### config.mk
export PLATFORM = sky130hd
export DESIGN_NAME = bcd_card_top
export DESIGN_NICKNAME = d
export VERILOG_FILES = /design/src/logic/bcd_card_pkg.sv /design/src/logic/bcd_handshake.sv /design/src/logic/bcd_capture.sv /design/src/logic/bcd_card_top.sv
export VERILOG_INCLUDE_DIRS = /design/src /design/src/logic
export SDC_FILE = /design/constraint.sdc
export NUM_CORES = 1
export LEC_CHECK = 0
export BUFFER_PORTS_ARGS = -buffer_cell sky130_fd_sc_hd__buf_2
export CORE_MARGIN = 5
export CORE_UTILIZATION = 46
export CTS_CLUSTER_SIZE = 30
export DETAILED_ROUTE_END_ITERATION = 16
export GPL_TIMING_DRIVEN = 0
export PLACE_DENSITY_LB_ADDON = 0.3
export REMOVE_ABC_BUFFERS = 1
export SLEW_MARGIN = 30
export SYNTH_ARGS = -nofsm -noshare
export SYNTH_HDL_FRONTEND = slang
export SYNTH_HIERARCHICAL = 1
export SYNTH_SLANG_ARGS = --single-unit
### constraint.sdc
create_clock -name REF_CLK_IN -period 2.3 [get_ports REF_CLK_IN]
set_clock_uncertainty 0.2 [all_clocks]
set_input_delay 0.115 -clock REF_CLK_IN [delete_from_list [all_inputs] [get_ports REF_CLK_IN]]
set_output_delay 0.115 -clock REF_CLK_IN [all_outputs]
set_load 0.05 [all_outputs]
### src/logic/bcd_card_map.svh
`ifndef BCD_CARD_MAP_SVH
`define BCD_CARD_MAP_SVH

`define REG_IDX_W 6
`define IDX_IDENT_RESET 6'h00
`define IDX_INTR_PTRRST 6'h01
`define IDX_BUSY_START 6'h02
`define IDX_MODE 6'h03
`define IDX_SWITCH_OUTLINES 6'h04
`define IDX_DIGITS_1_2 6'h05
`define IDX_DIGITS_3_4 6'h06
`define IDX_DIGITS_5_6 6'h07
`define IDX_DIGITS_7_8 6'h08
`define IDX_DIGITS_9_10 6'h09
`define IDX_EVENT_STATUS 6'h10
`define IDX_EVENT_MASK 6'h11
`define IDX_INTR_ENABLE 6'h12
`define IDX_XFER_INFO 6'h13

`define INTR_EN_BIT 7
`define INTR_REQ_BIT 6
`define PRIO_LSB 4
`define BUSY_BIT 0
`define EVT_READY_BIT 0
`define EVT_REQ_BIT 1
`define EVT_W 2

`define DIGIT_COUNT 10
`define SWITCH_W 5
`define PTR_W 4

`define CLK_PERIOD_NS 50
`define PRESET_TIME_NS 15000
`define PRESET_CYCLES ((`PRESET_TIME_NS + `CLK_PERIOD_NS - 1) / `CLK_PERIOD_NS)
`define PRESET_CNT_W 9

`endif

### src/logic/bcd_card_pkg.sv
package bcd_card_pkg;
	typedef enum logic [1:0] {
		HS_IDLE = 2'b00,
		HS_REQ = 2'b01,
		HS_WAIT = 2'b11
	} hs_state_t;
endpackage

### src/logic/bcd_handshake.sv
`timescale 1ns/1ns
module bcd_handshake (
	input wire logic clk_in,
	input wire logic rst_in,
	input wire logic start_in,
	input wire logic ready_flag_in,
	output logic request_out,
	output logic busy_out,
	output logic done_out
);
	bcd_card_pkg::hs_state_t state_q;
	bcd_card_pkg::hs_state_t state_d;

	always_comb begin
		state_d = state_q;
		case (state_q)
			bcd_card_pkg::HS_IDLE: begin
				if (start_in) begin
					state_d = bcd_card_pkg::HS_REQ;
				end
			end
			// Peripheral must first drop Ready, else a stale flag ends the cycle
			bcd_card_pkg::HS_REQ: begin
				if (!ready_flag_in) begin
					state_d = bcd_card_pkg::HS_WAIT;
				end
			end
			bcd_card_pkg::HS_WAIT: begin
				if (ready_flag_in) begin
					state_d = bcd_card_pkg::HS_IDLE;
				end
			end
			default: begin
				state_d = bcd_card_pkg::HS_IDLE;
			end
		endcase
	end

	always_ff @(posedge clk_in) begin
		if (rst_in) begin
			state_q <= bcd_card_pkg::HS_IDLE;
		end else begin
			state_q <= state_d;
		end
	end

	always_ff @(posedge clk_in) begin
		if (rst_in) begin
			request_out <= 1'b0;
		end else begin
			request_out <= (state_d != bcd_card_pkg::HS_IDLE);
		end
	end

	assign busy_out = (state_q != bcd_card_pkg::HS_IDLE);
	assign done_out = (state_q == bcd_card_pkg::HS_WAIT) && ready_flag_in;
endmodule

### src/logic/bcd_capture.sv
`timescale 1ns/1ns
`include "bcd_card_map.svh"
module bcd_capture (
	input wire logic clk_in,
	input wire logic rst_in,
	input wire logic capture_in,
	input wire logic [4*`DIGIT_COUNT-1:0] digits_in,
	input wire logic [2:0] sign_overload_line_in,
	output logic [4*`DIGIT_COUNT-1:0] digits_out,
	output logic [2:0] sign_overload_line_out
);
	always_ff @(posedge clk_in) begin
		if (rst_in) begin
			digits_out <= '0;
			sign_overload_line_out <= 3'h0;
		end else if (capture_in) begin
			digits_out <= digits_in;
			sign_overload_line_out <= sign_overload_line_in;
		end
	end
endmodule

### src/logic/bcd_card_top.sv
// Contract
// - Status 0 reads a fixed card identity; writes never change it.
// - Non-zero write to control 0 resets the whole interface; zero is ignored.
// - Status 1: bit7 enabled, bit6 request pending, bits5-4 priority, rest zero.
// - Non-zero write to control 1 clears the transfer pointer.
// - Status 2 bit0 is one during a handshake; upper bits zero.
// - Non-zero write to control 2 sets both request lines, starting a handshake; the start is refused here while busy.
// - That same write clears the pending interrupt request.
// - Status 3 reads one in Binary mode, zero in BCD mode.
// - Control 3: non-zero selects Binary, zero selects BCD.
// - Status 4: five option switches in bits7-3, live sign/overload lines in 2-0.
// - Write to control 4 drives eight output lines, bit n to line n.
// - Status 5-9 hold digit pairs, odd digit high nibble, even low.
// - Each handshake latches output data and captures digit, sign, overload inputs.
// - With interrupts enabled, becoming Ready after a handshake raises the request.
//
// Our own choice: the Avalon-MM register port.
`timescale 1ns/1ns
`include "bcd_card_map.svh"
module bcd_card_top #(
	parameter logic [7:0] CARD_ID = 8'h5a // Arbitrary value
) (
	input wire logic REF_CLK_IN,
	input wire logic SYS_RST_IN,
	input wire logic [7:0] ADDRESS_IN,
	input wire logic READ_IN,
	input wire logic WRITE_IN,
	input wire logic [31:0] WRITEDATA_IN,
	input wire logic [3:0] BYTEENABLE_IN,
	output logic [31:0] READDATA_OUT,
	output logic WAITREQUEST_OUT,
	output logic INT_OUT,
	input wire logic [4*`DIGIT_COUNT-1:0] DIGIT_INPUT_BIT_IN,
	input wire logic SIGN_ONE_LINE_IN,
	input wire logic SIGN_TWO_LINE_IN,
	input wire logic OVERLOAD_LINE_IN,
	input wire logic READY_FLAG_IN,
	input wire logic [`SWITCH_W-1:0] OPTION_SWITCHES_IN,
	input wire logic [1:0] PRIORITY_LEVEL_SWITCHES_IN,
	output logic REQUEST_LINE_A_OUT,
	output logic REQUEST_LINE_B_OUT,
	output logic [7:0] DATA_OUT,
	output logic BINARY_MODE_OUT,
	output logic PERIPH_RESET_N_OUT
);
	logic ack_q;
	logic wr_go;
	logic rd_go;
	logic [`REG_IDX_W-1:0] idx;
	logic [7:0] wbyte;
	logic wnz;
	logic iface_rst;
	logic blk_rst;
	logic start_go;
	logic intr_en_q;
	logic intr_req_q;
	logic binary_q;
	logic [7:0] out_data_q;
	logic [`PTR_W-1:0] ptr_q;
	logic [`EVT_W-1:0] evt_q;
	logic [`EVT_W-1:0] evt_d;
	logic [`EVT_W-1:0] evt_set;
	logic [`EVT_W-1:0] mask_q;
	logic [`PRESET_CNT_W-1:0] preset_cnt_q;
	logic hs_req;
	logic hs_busy;
	logic hs_done;
	logic [4*`DIGIT_COUNT-1:0] cap_digits;
	logic [2:0] cap_sign_overload_line;
	logic [7:0] rd_byte;
	logic bus_req;
	logic take;
	logic wr_ident_sel;
	logic wr_ptr_sel;
	logic wr_start_sel;
	logic wr_mode_sel;
	logic wr_out_sel;
	logic wr_en_sel;
	logic wr_evt_sel;
	logic wr_mask_sel;
	logic preset_active;
	logic int_pend;

	localparam logic [`PRESET_CNT_W-1:0] PRESET_LOAD = `PRESET_CNT_W'(`PRESET_CYCLES);

	function automatic logic hit(input logic [`REG_IDX_W-1:0] a, input logic [`REG_IDX_W-1:0] b);
		hit = (a == b);
	endfunction

	// Digit n occupies nibble n-1 of the flat input bus
	function automatic logic [3:0] digit(input logic [4*`DIGIT_COUNT-1:0] d, input int n);
		digit = d[4*(n-1) +: 4];
	endfunction

	// Bus decode: one wait cycle, then a single-cycle answer
	assign idx = ADDRESS_IN[7:2];
	assign wbyte = BYTEENABLE_IN[0] ? WRITEDATA_IN[7:0] : 8'h00;
	assign wnz = (wbyte != 8'h00);
	assign wr_go = WRITE_IN && ack_q && BYTEENABLE_IN[0];
	assign rd_go = READ_IN && !ack_q;
	assign bus_req = READ_IN || WRITE_IN;
	// One take per access; the answer cycle never retakes the held request
	assign take = bus_req && !ack_q;

	// Writes act at the answer edge, while the master still holds its data
	assign wr_ident_sel = wr_go && hit(idx, `IDX_IDENT_RESET);
	assign wr_ptr_sel = wr_go && hit(idx, `IDX_INTR_PTRRST);
	assign wr_start_sel = wr_go && hit(idx, `IDX_BUSY_START);
	assign wr_mode_sel = wr_go && hit(idx, `IDX_MODE);
	assign wr_out_sel = wr_go && hit(idx, `IDX_SWITCH_OUTLINES);
	assign wr_en_sel = wr_go && hit(idx, `IDX_INTR_ENABLE);
	assign wr_evt_sel = wr_go && hit(idx, `IDX_EVENT_STATUS);
	assign wr_mask_sel = wr_go && hit(idx, `IDX_EVENT_MASK);

	assign iface_rst = wr_ident_sel && wnz;
	assign blk_rst = SYS_RST_IN || iface_rst;
	// Starting is refused while busy so a running transfer is not torn
	assign start_go = wr_start_sel && wnz && !hs_busy;

	always_ff @(posedge REF_CLK_IN) begin
		if (SYS_RST_IN) begin
			ack_q <= 1'b0;
		end else begin
			ack_q <= take;
		end
	end

	always_ff @(posedge REF_CLK_IN) begin
		if (SYS_RST_IN) begin
			WAITREQUEST_OUT <= 1'b1;
		end else begin
			WAITREQUEST_OUT <= !take;
		end
	end

	always_comb begin
		rd_byte = 8'h00;
		case (idx)
			`IDX_IDENT_RESET: begin
				rd_byte = CARD_ID;
			end
			`IDX_INTR_PTRRST: begin
				rd_byte = {intr_en_q, intr_req_q, PRIORITY_LEVEL_SWITCHES_IN, 4'h0};
			end
			`IDX_BUSY_START: begin
				rd_byte = {7'h00, hs_busy};
			end
			`IDX_MODE: begin
				rd_byte = {7'h00, binary_q};
			end
			`IDX_SWITCH_OUTLINES: begin
				rd_byte = {OPTION_SWITCHES_IN, SIGN_ONE_LINE_IN, SIGN_TWO_LINE_IN,
					OVERLOAD_LINE_IN};
			end
			`IDX_DIGITS_1_2: begin
				rd_byte = {digit(cap_digits, 1), digit(cap_digits, 2)};
			end
			`IDX_DIGITS_3_4: begin
				rd_byte = {digit(cap_digits, 3), digit(cap_digits, 4)};
			end
			`IDX_DIGITS_5_6: begin
				rd_byte = {digit(cap_digits, 5), digit(cap_digits, 6)};
			end
			`IDX_DIGITS_7_8: begin
				rd_byte = {digit(cap_digits, 7), digit(cap_digits, 8)};
			end
			`IDX_DIGITS_9_10: begin
				rd_byte = {digit(cap_digits, 9), digit(cap_digits, 10)};
			end
			`IDX_EVENT_STATUS: begin
				rd_byte = {6'h00, evt_q};
			end
			`IDX_EVENT_MASK: begin
				rd_byte = {6'h00, mask_q};
			end
			`IDX_INTR_ENABLE: begin
				rd_byte = {7'h00, intr_en_q};
			end
			`IDX_XFER_INFO: begin
				rd_byte = {ptr_q, 1'b0, cap_sign_overload_line};
			end
			default: begin
				rd_byte = 8'h00;
			end
		endcase
	end

	// Read data is loaded before the answer cycle and held through it
	always_ff @(posedge REF_CLK_IN) begin
		if (SYS_RST_IN) begin
			READDATA_OUT <= 32'h0000_0000;
		end else if (rd_go) begin
			READDATA_OUT <= {24'h00_0000, rd_byte};
		end
	end

	always_ff @(posedge REF_CLK_IN) begin
		if (blk_rst) begin
			binary_q <= 1'b0;
		end else if (wr_mode_sel) begin
			binary_q <= wnz;
		end
	end

	always_ff @(posedge REF_CLK_IN) begin
		if (blk_rst) begin
			out_data_q <= 8'h00;
		end else if (wr_out_sel) begin
			out_data_q <= wbyte;
		end
	end

	// Lines follow the write at once and are relatched at each request start
	always_ff @(posedge REF_CLK_IN) begin
		if (blk_rst) begin
			DATA_OUT <= 8'h00;
		end else if (wr_out_sel) begin
			DATA_OUT <= wbyte;
		end else if (start_go) begin
			DATA_OUT <= out_data_q;
		end
	end

	always_ff @(posedge REF_CLK_IN) begin
		if (blk_rst) begin
			intr_en_q <= 1'b0;
		end else if (wr_en_sel) begin
			intr_en_q <= wbyte[0];
		end
	end

	// A Ready arriving with the clearing write still wins
	always_ff @(posedge REF_CLK_IN) begin
		if (blk_rst) begin
			intr_req_q <= 1'b0;
		end else if (hs_done && intr_en_q) begin
			intr_req_q <= 1'b1;
		end else if (wr_start_sel && wnz) begin
			intr_req_q <= 1'b0;
		end
	end

	always_ff @(posedge REF_CLK_IN) begin
		if (blk_rst) begin
			ptr_q <= '0;
		end else if (wr_ptr_sel && wnz) begin
			ptr_q <= '0;
		end else if (hs_done) begin
			ptr_q <= ptr_q + `PTR_W'(1);
		end
	end

	assign evt_set = {hs_done && intr_en_q, hs_done};
	assign int_pend = |(evt_q & mask_q);

	// Set is merged after the clear so an event in the clearing cycle is kept
	always_comb begin
		evt_d = evt_q;
		if (wr_evt_sel) begin
			evt_d = evt_q & ~wbyte[`EVT_W-1:0];
		end
		evt_d = evt_d | evt_set;
	end

	always_ff @(posedge REF_CLK_IN) begin
		if (blk_rst) begin
			evt_q <= '0;
		end else begin
			evt_q <= evt_d;
		end
	end

	always_ff @(posedge REF_CLK_IN) begin
		if (blk_rst) begin
			mask_q <= '0;
		end else if (wr_mask_sel) begin
			mask_q <= wbyte[`EVT_W-1:0];
		end
	end

	always_ff @(posedge REF_CLK_IN) begin
		if (blk_rst) begin
			INT_OUT <= 1'b0;
		end else begin
			INT_OUT <= int_pend;
		end
	end

	// Counting down to one, not zero, makes the low time the load value exactly
	assign preset_active = preset_cnt_q > `PRESET_CNT_W'(1);

	// Peripheral reset low for at least the minimum pulse after an interface reset
	always_ff @(posedge REF_CLK_IN) begin
		if (SYS_RST_IN) begin
			preset_cnt_q <= '0;
		end else if (iface_rst) begin
			preset_cnt_q <= PRESET_LOAD;
		end else if (preset_cnt_q != '0) begin
			preset_cnt_q <= preset_cnt_q - `PRESET_CNT_W'(1);
		end
	end

	always_ff @(posedge REF_CLK_IN) begin
		if (SYS_RST_IN) begin
			PERIPH_RESET_N_OUT <= 1'b1;
		end else begin
			PERIPH_RESET_N_OUT <= !(iface_rst || preset_active);
		end
	end

	always_ff @(posedge REF_CLK_IN) begin
		if (SYS_RST_IN) begin
			BINARY_MODE_OUT <= 1'b0;
		end else begin
			BINARY_MODE_OUT <= binary_q;
		end
	end

	// Both request lines share one registered source
	assign REQUEST_LINE_A_OUT = hs_req;
	assign REQUEST_LINE_B_OUT = hs_req;

	bcd_handshake u_handshake (
		.clk_in(REF_CLK_IN),
		.rst_in(blk_rst),
		.start_in(start_go),
		.ready_flag_in(READY_FLAG_IN),
		.request_out(hs_req),
		.busy_out(hs_busy),
		.done_out(hs_done)
	);

	bcd_capture u_capture (
		.clk_in(REF_CLK_IN),
		.rst_in(blk_rst),
		.capture_in(hs_done),
		.digits_in(DIGIT_INPUT_BIT_IN),
		.sign_overload_line_in({SIGN_ONE_LINE_IN, SIGN_TWO_LINE_IN, OVERLOAD_LINE_IN}),
		.digits_out(cap_digits),
		.sign_overload_line_out(cap_sign_overload_line)
	);
endmodule

==> flow_summary_export.csv <==
group,metric,value,unit
global_routing,overflow,0,
yosys,synth_top_area_cell,"dfxtp_1",
route,ant_nets,0,
power,peakVddDrop,0.292,mV
die,die_h,109,um
yosys,synthCells,464,
clock_tree,cts.htree.levels,3,
sta,setup_viol,0,
power,total_power,3.58,mW
die,die_x,109,um
global_routing,grt_use_total,19.1,%
yosys,synth_area_leaders,"dfxtp_1 (42%), mux2i_1 (13%), nor2_1 (6.2%)",
placement,place_congestion,0.772,
die,start_util,46.5,%
run,maxCapViolCount,0,
yosys,synth-edff-count,0,
route,wl_per_cell,15.4,um
sta,hold_viol,0,
final_layout,utilization,58.1,%
yosys,ys_warn_count,6,
run_status,status,"finished, final reports clean",
die,dieArea,11800,um^2
route,vias_per_cell,5.10,
power,cellPowerDensity,640,nW/um^2
global_routing,grt_pass1_vias,3662,
route,drtPass1Iterations,5,
die,ios,145,
route,via_count,3757,
yosys,syn_avg_cell_area,9.66,um^2
power,pwr-share-comb,21.9,%
setup_path,crit_slowest_cell,"nor3_2",
yosys,async_flop_share,0,%
setup_path,ff2ff_setup_slack,0.25,ns
placement,dpl_cell_area,4820,um^2
yosys,synth.most_common_cell,"dfxtp_1",
final_layout,area_growth,24.9,%
final_layout,drive_above_1_share,23.2,%
clock_tree,cts_buffer_depth,2,
sta,worst_slew_pin_slew,0.951,ns
clock_tree,clock_latency,0.37,ns
yosys,synth_seq_cells,95,
clock_tree,cts_made_buffers,9,
yosys,ys_seq_area_share,42.4,%
min_path,hold_path.class,"input port to register",
yosys,yosys.cell_types.count,54,
sta,setup_slack,0.249,ns
sta,finalSetupTns,0,ns
final_layout,num-nets-final,700,
clock_tree,cts_setup_buffers,0,
setup_path,crit_family,"simple AND/OR/NAND/NOR gates",
clock_tree,cts_tree,"done",
route,routed-wl-met3,606,um
final_layout,design_area,5600,um^2
setup_path,worst-path-buf-inv,1,
sta,whs,0.0510,ns
power,p_int,2.48,mW
setup_path,crit_type,"register to register",
yosys,synth_ff_type,"dfxtp_1",
setup_path,r2r.worst_path.cells,6,
route,drt_iter0_drc,138,
placement,hpwl,7.29,mm
route,met1_length,4.80,mm
setup_path,worstPathCellList,"and3_1 > nand3_1 > nor3_2 > buf_4 > mux2i_1 > a211oi_2",
yosys,netlist_area,4480,um^2
placement,portBuffers,91,
sta,drv_slew,0,
yosys,synthDominantCellAreaShare,42.4,%
global_routing,grt_pass1_wl,17.7,mm
final_layout,antennaDiodeCount,0,
placement,place_inst,661,
final_layout,fillers,876,
die,core,9640,um^2
setup_path,cpPeakStageDelay,0.39,ns
power,power.share.clock,28.5,%
sta,fmax,488,MHz
power,p_seq_share,49.6,%
route,drc_errors,0,
clock_tree,clkSlewWorstSetupHoldPaths,0.10,ns
setup_path,worst_ep_arrival_time,2.08,ns
global_routing,grt_max_degree,75,
sta,rsz0062_at_grt,"no",
clock_tree,numClockSinks,95,
setup_path,crit_fanout,6,
sta,max-slew-margin-rel,36.6,%
sta,min_period,2.05,ns
route,routed-wl-met2,5.72,mm
yosys,synth_commonest_cells,"dfxtp_1 (95), nor2_1 (74), mux2i_1 (56), nand2_1 (32), buf_4 (27)",
min_path,hold_depth,5,
die,fp-row-count,36,
power,p_leak,2.22,nW
global_routing,antenna_found_initial,0,
route,highest_layer,"met4",
clock_tree,clock-root-buffer,"clkbuf_8",
power,p_sw_share,30.8,%
route,wl,11.3,mm
placement,pre_cts_ws,-0.492,ns
setup_path,cp-end-kind,"register",
final_layout,instances_no_fill,736,
setup_path,critical_path_required,2.33,ns
sta,finalCritPeriodShare,89.2,%
setup_path,path_depth,6,
setup_path,cp-start-kind,"register",
power,p_sw,1.10,mW
-- metal layers --
| metal | vias up | GRT usage (%) |
|---|---|---|
| met5 | - | 0 |
| met4 | 0 | 6.67 |
| met3 | 16 | 4.26 |
| met2 | 112 | 33.2 |
| met1 | 1780 | 23.4 |
| li1 | 1849 | - |
-- cell usage in the layout, fill, tap and decap left out, drive strengths merged, types with 2 or more instances in the layout --
cell type and instances:
dfxtp 95, buf 92, nor2 74, dlygate4sd3 58, mux2i 56, nand2 34
conb 24, a21oi 23, nand3 16, o21ai 13, clkbuf 13, a211oi 10
a22oi 9, a22o 8, inv 7, nor3 7, xor2 6, mux4 6
nor2b 5, or4 5, mux2 4, and3 4, ha 3, nor4 3
o31ai 2, xnor2 2, nand2b 2, nand4 2, and2 2, a32oi 2
clkinv 2, or2 2, a21o 2
-- worst min-delay path: stages --
cell and delay [ns]:
buf_2 0.09, nand2b_1 0.09, a32oi_1 0.09, nand3_1 0.08
a22o_1 0.11
-- path summary, 6_finish.rpt --
path / from / to
setup / recovery: ack_q / DATA_OUT[6]
hold / removal: OPTION_SWITCHES_IN[0] / READDATA_OUT[3]
setup reg to reg: ack_q / DATA_OUT[6]
hold reg to reg: out_data_q[3] / out_data_q[3]
-- cells by family after synthesis --
family,count (synthesis),synth area share (%)
AOI/OAI and AO/OA,74,12.1
xor gates and xnor gates,8,1.56
adders and majority gates,3,0.837
buffers and inverters,58,9.40
DFF,95,42.4
muxes,66,16.5
other,1,0.0836
and+or+nand+nor,159,17.1
-- sequential cells by signal, summed over array words and instances (netlist names) --
name,flops
ptr_q,4
ack_q,1
intr_en_q,1
u_handshake/request_out,1
DATA_OUT,8
preset_cnt_q,9
out_data_q,8
binary_q,1
WAITREQUEST_OUT,1
READDATA_OUT,8
BINARY_MODE_OUT,1
u_capture/sign_overload_line_out,3
intr_req_q,1
u_handshake/state_q,2
u_capture/digits_out,40
evt_q,2
PERIPH_RESET_N_OUT,1
mask_q,2
INT_OUT,1
-- power by group through the flow --
stage          Sequential, mW  Combinational, mW  Clock (mW)
2_1_floorplan            1.84              0.482           0
3_3_place_gp             1.81              0.679           0
3_5_place_dp             1.82              0.693           0
4_1_cts                  1.78              0.776        1.04
5_1_grt                  1.79              0.870        1.10
6_report                 1.78              0.787        1.02
-- area by class of cell --
class | instances | area, um^2 | share of cell area, %
clock inverter | 3 | 17.5 | 0.313
sequential | 95 | 1900 | 34.0
clock buffer | 13 | 159 | 2.84
timing repair buffer | 150 | 1040 | 18.6
inverter | 7 | 26.3 | 0.469
multi-input combinational | 335 | 2290 | 40.8
tap | 133 | 166 | 2.97
-- what timing repair did --
action                                  CTS  global route
pin swaps                                 0             1
hold endpoints to repair                 78             0
resized for setup                         1             2
endpoints found under the setup margin   63            13
hold buffers                             58             0
cloned                                    0             1
(Power assumes the default switching activity.)
